### src/inc/tft_pkg.sv
// Purpose: Shared constants and types for the frame-timing register group.
// Assumes: Register port carries an 8-bit address and 24-bit data words.
// Notes:   Offsets are the register addresses of the host control port.
package tft_pkg;

  // ----------------------------------------------------------------------
  // Register offsets
  // ----------------------------------------------------------------------
  localparam logic [7:0] TFT_OFS_PDN_WINDOW = 8'h9e;
  localparam logic [7:0] TFT_OFS_FRAME_COUNTS = 8'h9f;
  localparam logic [7:0] TFT_OFS_CAPTURE_POS = 8'ha0;
  localparam logic [7:0] TFT_OFS_COEFF_FIRST = 8'ha2;
  localparam logic [7:0] TFT_OFS_COEFF_SECOND = 8'ha3;

  // ----------------------------------------------------------------------
  // Field positions
  // ----------------------------------------------------------------------
  localparam int TFT_HI12_MSB = 23;
  localparam int TFT_HI12_LSB = 12;
  localparam int TFT_LO12_MSB = 11;
  localparam int TFT_LO12_LSB = 0;
  localparam int TFT_LO16_MSB = 15;
  localparam int TFT_BYTE2_MSB = 23;
  localparam int TFT_BYTE2_LSB = 16;

  // ----------------------------------------------------------------------
  // Reset values
  // ----------------------------------------------------------------------
  localparam logic [23:0] TFT_RST_PDN_WINDOW = 24'h000000;
  localparam logic [23:0] TFT_RST_FRAME_COUNTS = 24'h000000;
  localparam logic [15:0] TFT_RST_CAPTURE_POS = 16'h2198;
  localparam logic [23:0] TFT_RST_COEFF = 24'h000000;

  // ----------------------------------------------------------------------
  // Timing: one timing-generator clock is 25 ns, the system clock 5 ns.
  // ----------------------------------------------------------------------
  localparam int TFT_TG_PERIOD_NS = 25;
  localparam int TFT_CLK_PERIOD_NS = 5;
  localparam int TFT_TG_TICK_CYC = TFT_TG_PERIOD_NS / TFT_CLK_PERIOD_NS;
  localparam logic [2:0] TFT_TG_TICK_LAST = 3'(TFT_TG_TICK_CYC - 1);

  // ----------------------------------------------------------------------
  // Types
  // ----------------------------------------------------------------------
  typedef struct packed {
    logic        wr_en;
    logic        rd_en;
    logic [7:0]  addr;
    logic [23:0] wdata;
  } tft_reg_req_t;

  typedef struct packed {
    logic [15:0] cubic_coeff_ch1_low;
    logic [15:0] offset_coeff_ch0_high;
    logic [15:0] offset_coeff_ch1_low;
  } tft_coeff_t;

endpackage

### src/rtl/tft_frame_timing_regs.sv
// Purpose: Frame-timing and nonlinearity-correction register group with
//          sub-frame sequencing, power-down window and capture strobe.
// Assumes: Host port writes and reads whole 24-bit words, one per cycle.
// Notes:   Window outputs follow the sub-frame index one cycle later.
`timescale 1ns/1ps
`default_nettype none

// Overview of operation
// - Power-down asserts only outside start..end window.
// - Window end held in bits 23:12.
// - Window start in bits 11:0, resets zero.
// - Averaged sub-frames equal field plus one.
// - Frame holds total field plus one sub-frames.
// - Sub-frame lasts clock count times 25 ns.
// - Capture at 16-bit position, reset 2198h.
// - Reserved capture byte written and read zero.
// - Cubic coefficient upper byte in first word.
// - Cubic coefficient lower byte in second word.
// - Channel zero high offset in first word.
// - Channel one low offset in second word.
module tft_frame_timing_regs
  import tft_pkg::*;
(
  // Clock and reset
  input wire logic mclk_i,
  input wire logic rst_i,
  // Host register port
  input wire tft_reg_req_t req_i,
  output logic [23:0] rdata_o,
  output logic rvalid_o,
  // Timing-generator setting held outside this group
  input wire logic [15:0] subframe_clock_count_i,
  // Timing outputs
  output logic powerdown_o,
  output logic averaging_o,
  output logic frame_start_o,
  output logic capture_o,
  output logic [11:0] subframe_index_o,
  // Correction coefficients
  output var tft_coeff_t coeff_o
);

  // ----------------------------------------------------------------------
  // Register storage
  // ----------------------------------------------------------------------
  logic [23:0] pdn_window;
  logic [23:0] frame_counts;
  logic [15:0] capture_pos;
  logic [23:0] coeff_first;
  logic [23:0] coeff_second;
  logic subframe_end;

  // Write decodes.
  wire wr_window = req_i.wr_en && (req_i.addr == TFT_OFS_PDN_WINDOW);
  wire wr_counts = req_i.wr_en && (req_i.addr == TFT_OFS_FRAME_COUNTS);
  wire wr_capture = req_i.wr_en && (req_i.addr == TFT_OFS_CAPTURE_POS);
  wire wr_first = req_i.wr_en && (req_i.addr == TFT_OFS_COEFF_FIRST);
  wire wr_second = req_i.wr_en && (req_i.addr == TFT_OFS_COEFF_SECOND);

  // Register writes; the reserved capture byte is not stored.
  always_ff @(posedge mclk_i or posedge rst_i) begin
    if (rst_i) begin
      pdn_window <= TFT_RST_PDN_WINDOW;
      frame_counts <= TFT_RST_FRAME_COUNTS;
      capture_pos <= TFT_RST_CAPTURE_POS;
      coeff_first <= TFT_RST_COEFF;
      coeff_second <= TFT_RST_COEFF;
    end else begin
      if (wr_window) pdn_window <= req_i.wdata;
      if (wr_counts) frame_counts <= req_i.wdata;
      if (wr_capture) capture_pos <= req_i.wdata[TFT_LO16_MSB:0];
      if (wr_first) coeff_first <= req_i.wdata;
      if (wr_second) coeff_second <= req_i.wdata;
    end
  end

  // ----------------------------------------------------------------------
  // Read path
  // ----------------------------------------------------------------------
  // Read selection; unmapped addresses return zero.
  wire [23:0] rd_capture = {8'h00, capture_pos};
  wire [23:0] next_rdata =
    (req_i.addr == TFT_OFS_PDN_WINDOW) ? pdn_window :
    (req_i.addr == TFT_OFS_FRAME_COUNTS) ? frame_counts :
    (req_i.addr == TFT_OFS_CAPTURE_POS) ? rd_capture :
    (req_i.addr == TFT_OFS_COEFF_FIRST) ? coeff_first :
    (req_i.addr == TFT_OFS_COEFF_SECOND) ? coeff_second : 24'h000000;

  // Read data appears one cycle after the read strobe and holds.
  always_ff @(posedge mclk_i or posedge rst_i) begin
    if (rst_i) begin
      rdata_o <= 24'h000000;
      rvalid_o <= 1'b0;
    end else begin
      rvalid_o <= req_i.rd_en;
      if (req_i.rd_en) rdata_o <= next_rdata;
    end
  end

  // ----------------------------------------------------------------------
  // Sub-frame sequencing
  // ----------------------------------------------------------------------
  tft_subframe_timer u_timer (
    .mclk_i(mclk_i),
    .rst_i(rst_i),
    .subframe_clock_count_i(subframe_clock_count_i),
    .capture_clock_position_i(capture_pos),
    .subframe_end_o(subframe_end),
    .capture_o(capture_o)
  );

  // Field views.
  wire [11:0] win_start = pdn_window[TFT_LO12_MSB:TFT_LO12_LSB];
  wire [11:0] win_end = pdn_window[TFT_HI12_MSB:TFT_HI12_LSB];
  wire [11:0] avg_field = frame_counts[TFT_HI12_MSB:TFT_HI12_LSB];
  wire [11:0] total_field = frame_counts[TFT_LO12_MSB:TFT_LO12_LSB];

  // Index wraps after sub-frame number total_field; software keeps the
  // total no smaller than the averaging count, a lower total cuts averaging.
  wire frame_wrap = subframe_end && (subframe_index_o >= total_field);
  wire [11:0] next_index = frame_wrap ? 12'h000
                         : (subframe_end ? subframe_index_o + 12'h001 : subframe_index_o);
  wire outside_window = (subframe_index_o < win_start) || (subframe_index_o > win_end);

  // Sub-frame index and the masks derived from it.
  always_ff @(posedge mclk_i or posedge rst_i) begin
    if (rst_i) begin
      subframe_index_o <= 12'h000;
      frame_start_o <= 1'b0;
      powerdown_o <= 1'b0;
      averaging_o <= 1'b0;
    end else begin
      subframe_index_o <= next_index;
      frame_start_o <= frame_wrap;
      powerdown_o <= outside_window;
      averaging_o <= (subframe_index_o <= avg_field);
    end
  end

  // Coefficient outputs; the cubic term spans both words.
  // One assignment drives the whole struct, so the port has a single driver.
  assign coeff_o = '{
    cubic_coeff_ch1_low: {coeff_first[TFT_BYTE2_MSB:TFT_BYTE2_LSB],
                          coeff_second[TFT_BYTE2_MSB:TFT_BYTE2_LSB]},
    offset_coeff_ch0_high: coeff_first[TFT_LO16_MSB:0],
    offset_coeff_ch1_low: coeff_second[TFT_LO16_MSB:0]
  };
endmodule
`default_nettype wire

### src/rtl/tft_subframe_timer.sv
// Purpose: Timing-generator clock prescaler and in-sub-frame clock counter.
// Assumes: System clock of 5 ns; a timing-generator clock is 5 system clocks.
// Notes:   A clock count of zero behaves as one so the sub-frame never stalls.
`timescale 1ns/1ps
`default_nettype none
module tft_subframe_timer
  import tft_pkg::*;
(
  // Clock and reset
  input wire logic mclk_i,
  input wire logic rst_i,
  // Settings
  input wire logic [15:0] subframe_clock_count_i,
  input wire logic [15:0] capture_clock_position_i,
  // Events
  output logic subframe_end_o,
  output logic capture_o
);

  logic [2:0] presc;
  logic [15:0] tg_cnt;

  // ----------------------------------------------------------------------
  // Decode
  // ----------------------------------------------------------------------
  wire tg_tick = (presc == TFT_TG_TICK_LAST);
  wire [15:0] last_cnt = (subframe_clock_count_i == 16'h0000) ? 16'h0000
                         : subframe_clock_count_i - 16'h0001;
  wire at_last = (tg_cnt >= last_cnt);
  wire [2:0] next_presc = tg_tick ? 3'h0 : presc + 3'h1;
  wire [15:0] next_tg_cnt = !tg_tick ? tg_cnt : (at_last ? 16'h0000 : tg_cnt + 16'h0001);

  // Sub-frame lasts the clock count times one 25 ns generator clock.
  always_ff @(posedge mclk_i or posedge rst_i) begin
    if (rst_i) begin
      presc <= 3'h0;
      tg_cnt <= 16'h0000;
      subframe_end_o <= 1'b0;
      capture_o <= 1'b0;
    end else begin
      presc <= next_presc;
      tg_cnt <= next_tg_cnt;
      subframe_end_o <= tg_tick && at_last;
      capture_o <= tg_tick && (tg_cnt == capture_clock_position_i);
    end
  end
endmodule
`default_nettype wire

### config.mk
export PLATFORM = sky130hd
export DESIGN_NAME = tft_frame_timing_regs
export DESIGN_NICKNAME = d
export VERILOG_FILES = /design/src/inc/tft_pkg.sv /design/src/rtl/tft_frame_timing_regs.sv /design/src/rtl/tft_subframe_timer.sv
export SDC_FILE = /design/constraint.sdc
export NUM_CORES = 1
export LEC_CHECK = 0
export BUFFER_PORTS_ARGS = -buffer_cell sky130_fd_sc_hd__clkbuf_2
export CAP_MARGIN = 20
export CELL_PAD_IN_SITES_DETAIL_PLACEMENT = 1
export CELL_PAD_IN_SITES_GLOBAL_PLACEMENT = 1
export CORE_ASPECT_RATIO = 1.2
export CORE_UTILIZATION = 47
export CTS_BUF_LIST = sky130_fd_sc_hd__clkbuf_4 sky130_fd_sc_hd__clkbuf_8
export DETAILED_ROUTE_END_ITERATION = 10
export PLACE_DENSITY = 0.82
export SYNTH_ARGS = -nofsm -noshare
export SYNTH_HDL_FRONTEND = slang
export SYNTH_SLANG_ARGS = --single-unit
### constraint.sdc
create_clock -name mclk_i -period 6.96 [get_ports mclk_i]
set_input_delay 0.696 -clock mclk_i [delete_from_list [all_inputs] [get_ports mclk_i]]
set_output_delay 0.696 -clock mclk_i [all_outputs]
set_load 0.02 [all_outputs]
==> results.sh <==
export IMPL_cts_tree="done"
export IMPL_max_cap_violations=0
export IMPL_avgSynthCellArea_um2=10.41
export IMPL_drt_wl_total_um=27400
export IMPL_grt_max_degree=104
export IMPL_clk_latency_ns=0.50
export IMPL_drtAntennaViolNets=0
export IMPL_hold_class="in2async"
export IMPL_rsz0062_at_grt="no"
export IMPL_synth_edff_count=0
export IMPL_arrival_ns=4.70
export IMPL_final_max_slew_viol_count=0
export IMPL_finalCriticalPeriod_ns=4.325
export IMPL_ios=141
export IMPL_die_area_mm2=0.02095
export IMPL_first_global_vias=8101
export IMPL_hold_viol_final=0
export IMPL_synth_net_count=1041
export IMPL_crit_fanout=15
export IMPL_yosysWarnings=0
export IMPL_outcome="finished clean"
export IMPL_intPower_mw=1.554
export IMPL_htree_levels=4
export IMPL_power_frac_comb_pct=18.5
export IMPL_die_y_um=158.4
export IMPL_first_iter_violations=359
export IMPL_leakagePower_nw=5.512
export IMPL_finalCritPeriodShare_pct=62.14
export IMPL_overflow=0
export IMPL_worst_setup_path_end_kind="register"
export IMPL_cts_buffers=17
export IMPL_p_per_area_mw_per_mm2=214.8
export IMPL_highest_layer="met4"
export IMPL_post_cts_repair_setup_buffers=0
export IMPL_ys_types=53
export IMPL_clkPwrFrac_pct=32.2
export IMPL_ctsResizeCount=0
export IMPL_synth_main_ff_cell="dfrtp_1"
export IMPL_routed_wl_met2_um=14630
export IMPL_viasPerCell=5.750
export IMPL_worstSetupStartpointType="primary input"
export IMPL_worst_clock_skew_ns=0.02341
export IMPL_max_slew_margin_rel_pct=21.25
export IMPL_ys_seq_area_share_pct=45.27
export IMPL_clock_sinks=173
export IMPL_required_ns=7.33
export IMPL_wl_per_cell_um=20.73
export IMPL_hold_buffers=0
export IMPL_tns_ns=0
export IMPL_worst_slew_pin_slew_ns=1.175
export IMPL_core_rowCount=56
export IMPL_track_usage_pct=27.09
export IMPL_firstDrtPassIters=4
export IMPL_port_buffer_count=140
export IMPL_syn_instance_count=920
export IMPL_drive_above_1_share_pct=29.03
export IMPL_grt_pass1_wl_um=43400
export IMPL_p_sw_share_pct=33.98
export IMPL_routabilityCongestion=0.8427
export IMPL_synth_seq_cells=173
export IMPL_hpwlAfterDp_um=20280
export IMPL_criticalPathCategory="in2reg"
export IMPL_maxClockFrequency_mhz=231.2
export IMPL_clockBufferDepth=2
export IMPL_setup_viol=0
export IMPL_clk_pin_slew_ns=0.12
export IMPL_start_util_pct=48.47
export IMPL_peakVddDrop_uv=128.8
export IMPL_cts_root_buf="clkbuf_8"
export IMPL_synth_area_mm2=0.009577
export IMPL_core_area_mm2=0.01976
export IMPL_drc=0
export IMPL_nets=1169
export IMPL_wl_met1_um=10950
export IMPL_async_reset_ff_share_pct=100.0
export IMPL_num_vias=7601
export IMPL_p_seq_share_pct=49.3
export IMPL_hold_slack_ns=0.3623
export IMPL_area_delta_synth_final_pct=14.46
export IMPL_p_sw_mw=0.8001
export IMPL_antenna_found_initial=0
export IMPL_wl_met3_um=1069
export IMPL_die_x_um=132.3
export IMPL_antenna_cells=0
metrics by stage:
stage | setup WS (ns) | power [mW] | instances | util [%] | instance area [um2]
2_1_floorplan | 1.584 | 1.443 | 920 | - | 9577
3_3_place_gp | 1.820 | 1.591 | 1289 | 53.28 | 10530
3_5_place_dp | 1.710 | 1.614 | 1289 | 53.28 | 10530
4_1_cts | 2.212 | 2.367 | 1321 | 55.44 | 10950
5_1_grt | 2.467 | 2.469 | 1322 | 55.48 | 10960
6_report | 2.635 | 2.354 | 1322 | 55.48 | 10960
worst paths after layout:
check,from,to,slack [ns],depth (start not counted)
setup / recovery,subframe_clock_count_i[9],u_timer.tg_cnt[7],2.64,13
hold / removal,rst_i,coeff_second[6],0.36,2
setup reg to reg,subframe_index_o[0],frame_start_o,4.35,7
hold reg to reg,u_timer.presc[0],u_timer.presc[0],0.47,1
max in group asynchronous,rst_i,coeff_second[20],5.10,3
min in group mclk_i,u_timer.presc[0],u_timer.presc[0],0.47,1
placed cells by master (no fill, tap or decap), drive strengths merged, types with 5 or more instances in the layout:
| cell type | n |
|---|---|
| a221oi | 17 |
| clkinv | 5 |
| xor2 | 31 |
| nand4 | 16 |
| a21oi | 43 |
| a31oi | 19 |
| a311oi | 8 |
| dfstp | 5 |
| nor2b | 21 |
| ha | 69 |
| and3 | 6 |
| inv | 75 |
| nand2 | 56 |
| xnor2 | 15 |
| and2 | 6 |
| dfrtp | 168 |
| mux2 | 112 |
| nor2 | 83 |
| nor3 | 14 |
| nor4 | 7 |
| o31ai | 17 |
| nand3 | 17 |
| clkbuf | 158 |
| a211oi | 9 |
| o21ai | 23 |
| buf | 10 |
worst max-delay path: stages:
cell and delay (ns):
clkbuf_2 0.10, or4_4 0.56, or4_4 0.50, or4_4 0.64, and2_0 0.20, mux2i_1 0.15
ha_1 0.18, and4_1 0.24, nand4_1 0.10, or4b_2 0.67, a31oi_1 0.31, clkbuf_4 0.28
nor2_1 0.07
state kept, by name, indices dropped and copies added, names as in the netlist:
register and flops:
powerdown_o 1, frame_start_o 1, rvalid_o 1, rdata_o 24, u_timer.tg_cnt 16, u_timer.capture_o 1
coeff_second 24, subframe_index_o 12, capture_pos 16, pdn_window 24, u_timer.presc 3, coeff_first 24
averaging_o 1, frame_counts 24, u_timer.subframe_end_o 1
cell usage after synthesis (5+ instances only):
cell | n | share of area, %
nor2_1 | 83 | 3.3
clkbuf_1 | 37 | 1.5
o31ai_1 | 17 | 1.3
nand2_1 | 56 | 2.2
xnor2_1 | 15 | 1.4
nor3_1 | 14 | 0.73
nand4_1 | 16 | 1.0
nor4_1 | 7 | 0.46
and2_1 | 5 | 0.33
a31oi_1 | 19 | 1.2
mux2_2 | 112 | 13
nand3_1 | 17 | 0.89
ha_1 | 69 | 9.0
a211oi_1 | 9 | 0.71
xor2_1 | 31 | 2.8
a21oi_1 | 43 | 2.2
a311oi_1 | 8 | 0.73
o21ai_0 | 22 | 1.1
dfstp_2 | 5 | 1.4
inv_1 | 66 | 2.6
and3_1 | 6 | 0.39
a221oi_1 | 17 | 1.6
dfrtp_1 | 168 | 44
nor2b_1 | 21 | 1.4
cell families (layout without fill, tap and decap cells):
kind of cell             count (synthesis)  in the layout  share of synthesized area (%)
AND/OR/NAND/NOR                        247            247                          12.54
flip-flops                             173            173                          45.27
AO/OA/AOI/OAI                          162            162                          11.21
multiplexers                           115            115                          13.48
buffers and inverters                  108            249                          4.272
adder cells (fa/ha/maj)                 69             69                          9.015
XOR/XNOR                                46             46                          4.207
layer usage:
layer | GRT usage [%] | up-vias
met3 | 4.553 | 48
met1 | 30.74 | 3846
li1 | - | 3541
met2 | 50.62 | 166
met5 | 0 | -
met4 | 11.11 | 0
final cells by class:
class / count / area (um2)
multi-input combinational: 639 / 4837
sequential: 173 / 4335
fill: 2264 / 8797
clock buffer: 17 / 234.0
tap: 261 / 326.6
clock inverter: 15 / 192.7
timing repair buffer: 151 / 783.3
inverter: 66 / 252.7
power groups by stage:
stage	registers [mW]	clock network, mW	logic (mW)
after floorplan	1.18	0	0.259
after CTS	1.16	0.767	0.440
final	1.16	0.757	0.436
after detailed placement	1.18	0	0.434
after global routing	1.17	0.809	0.489
after global placement	1.18	0	0.414
(Power assumes the default switching activity.)
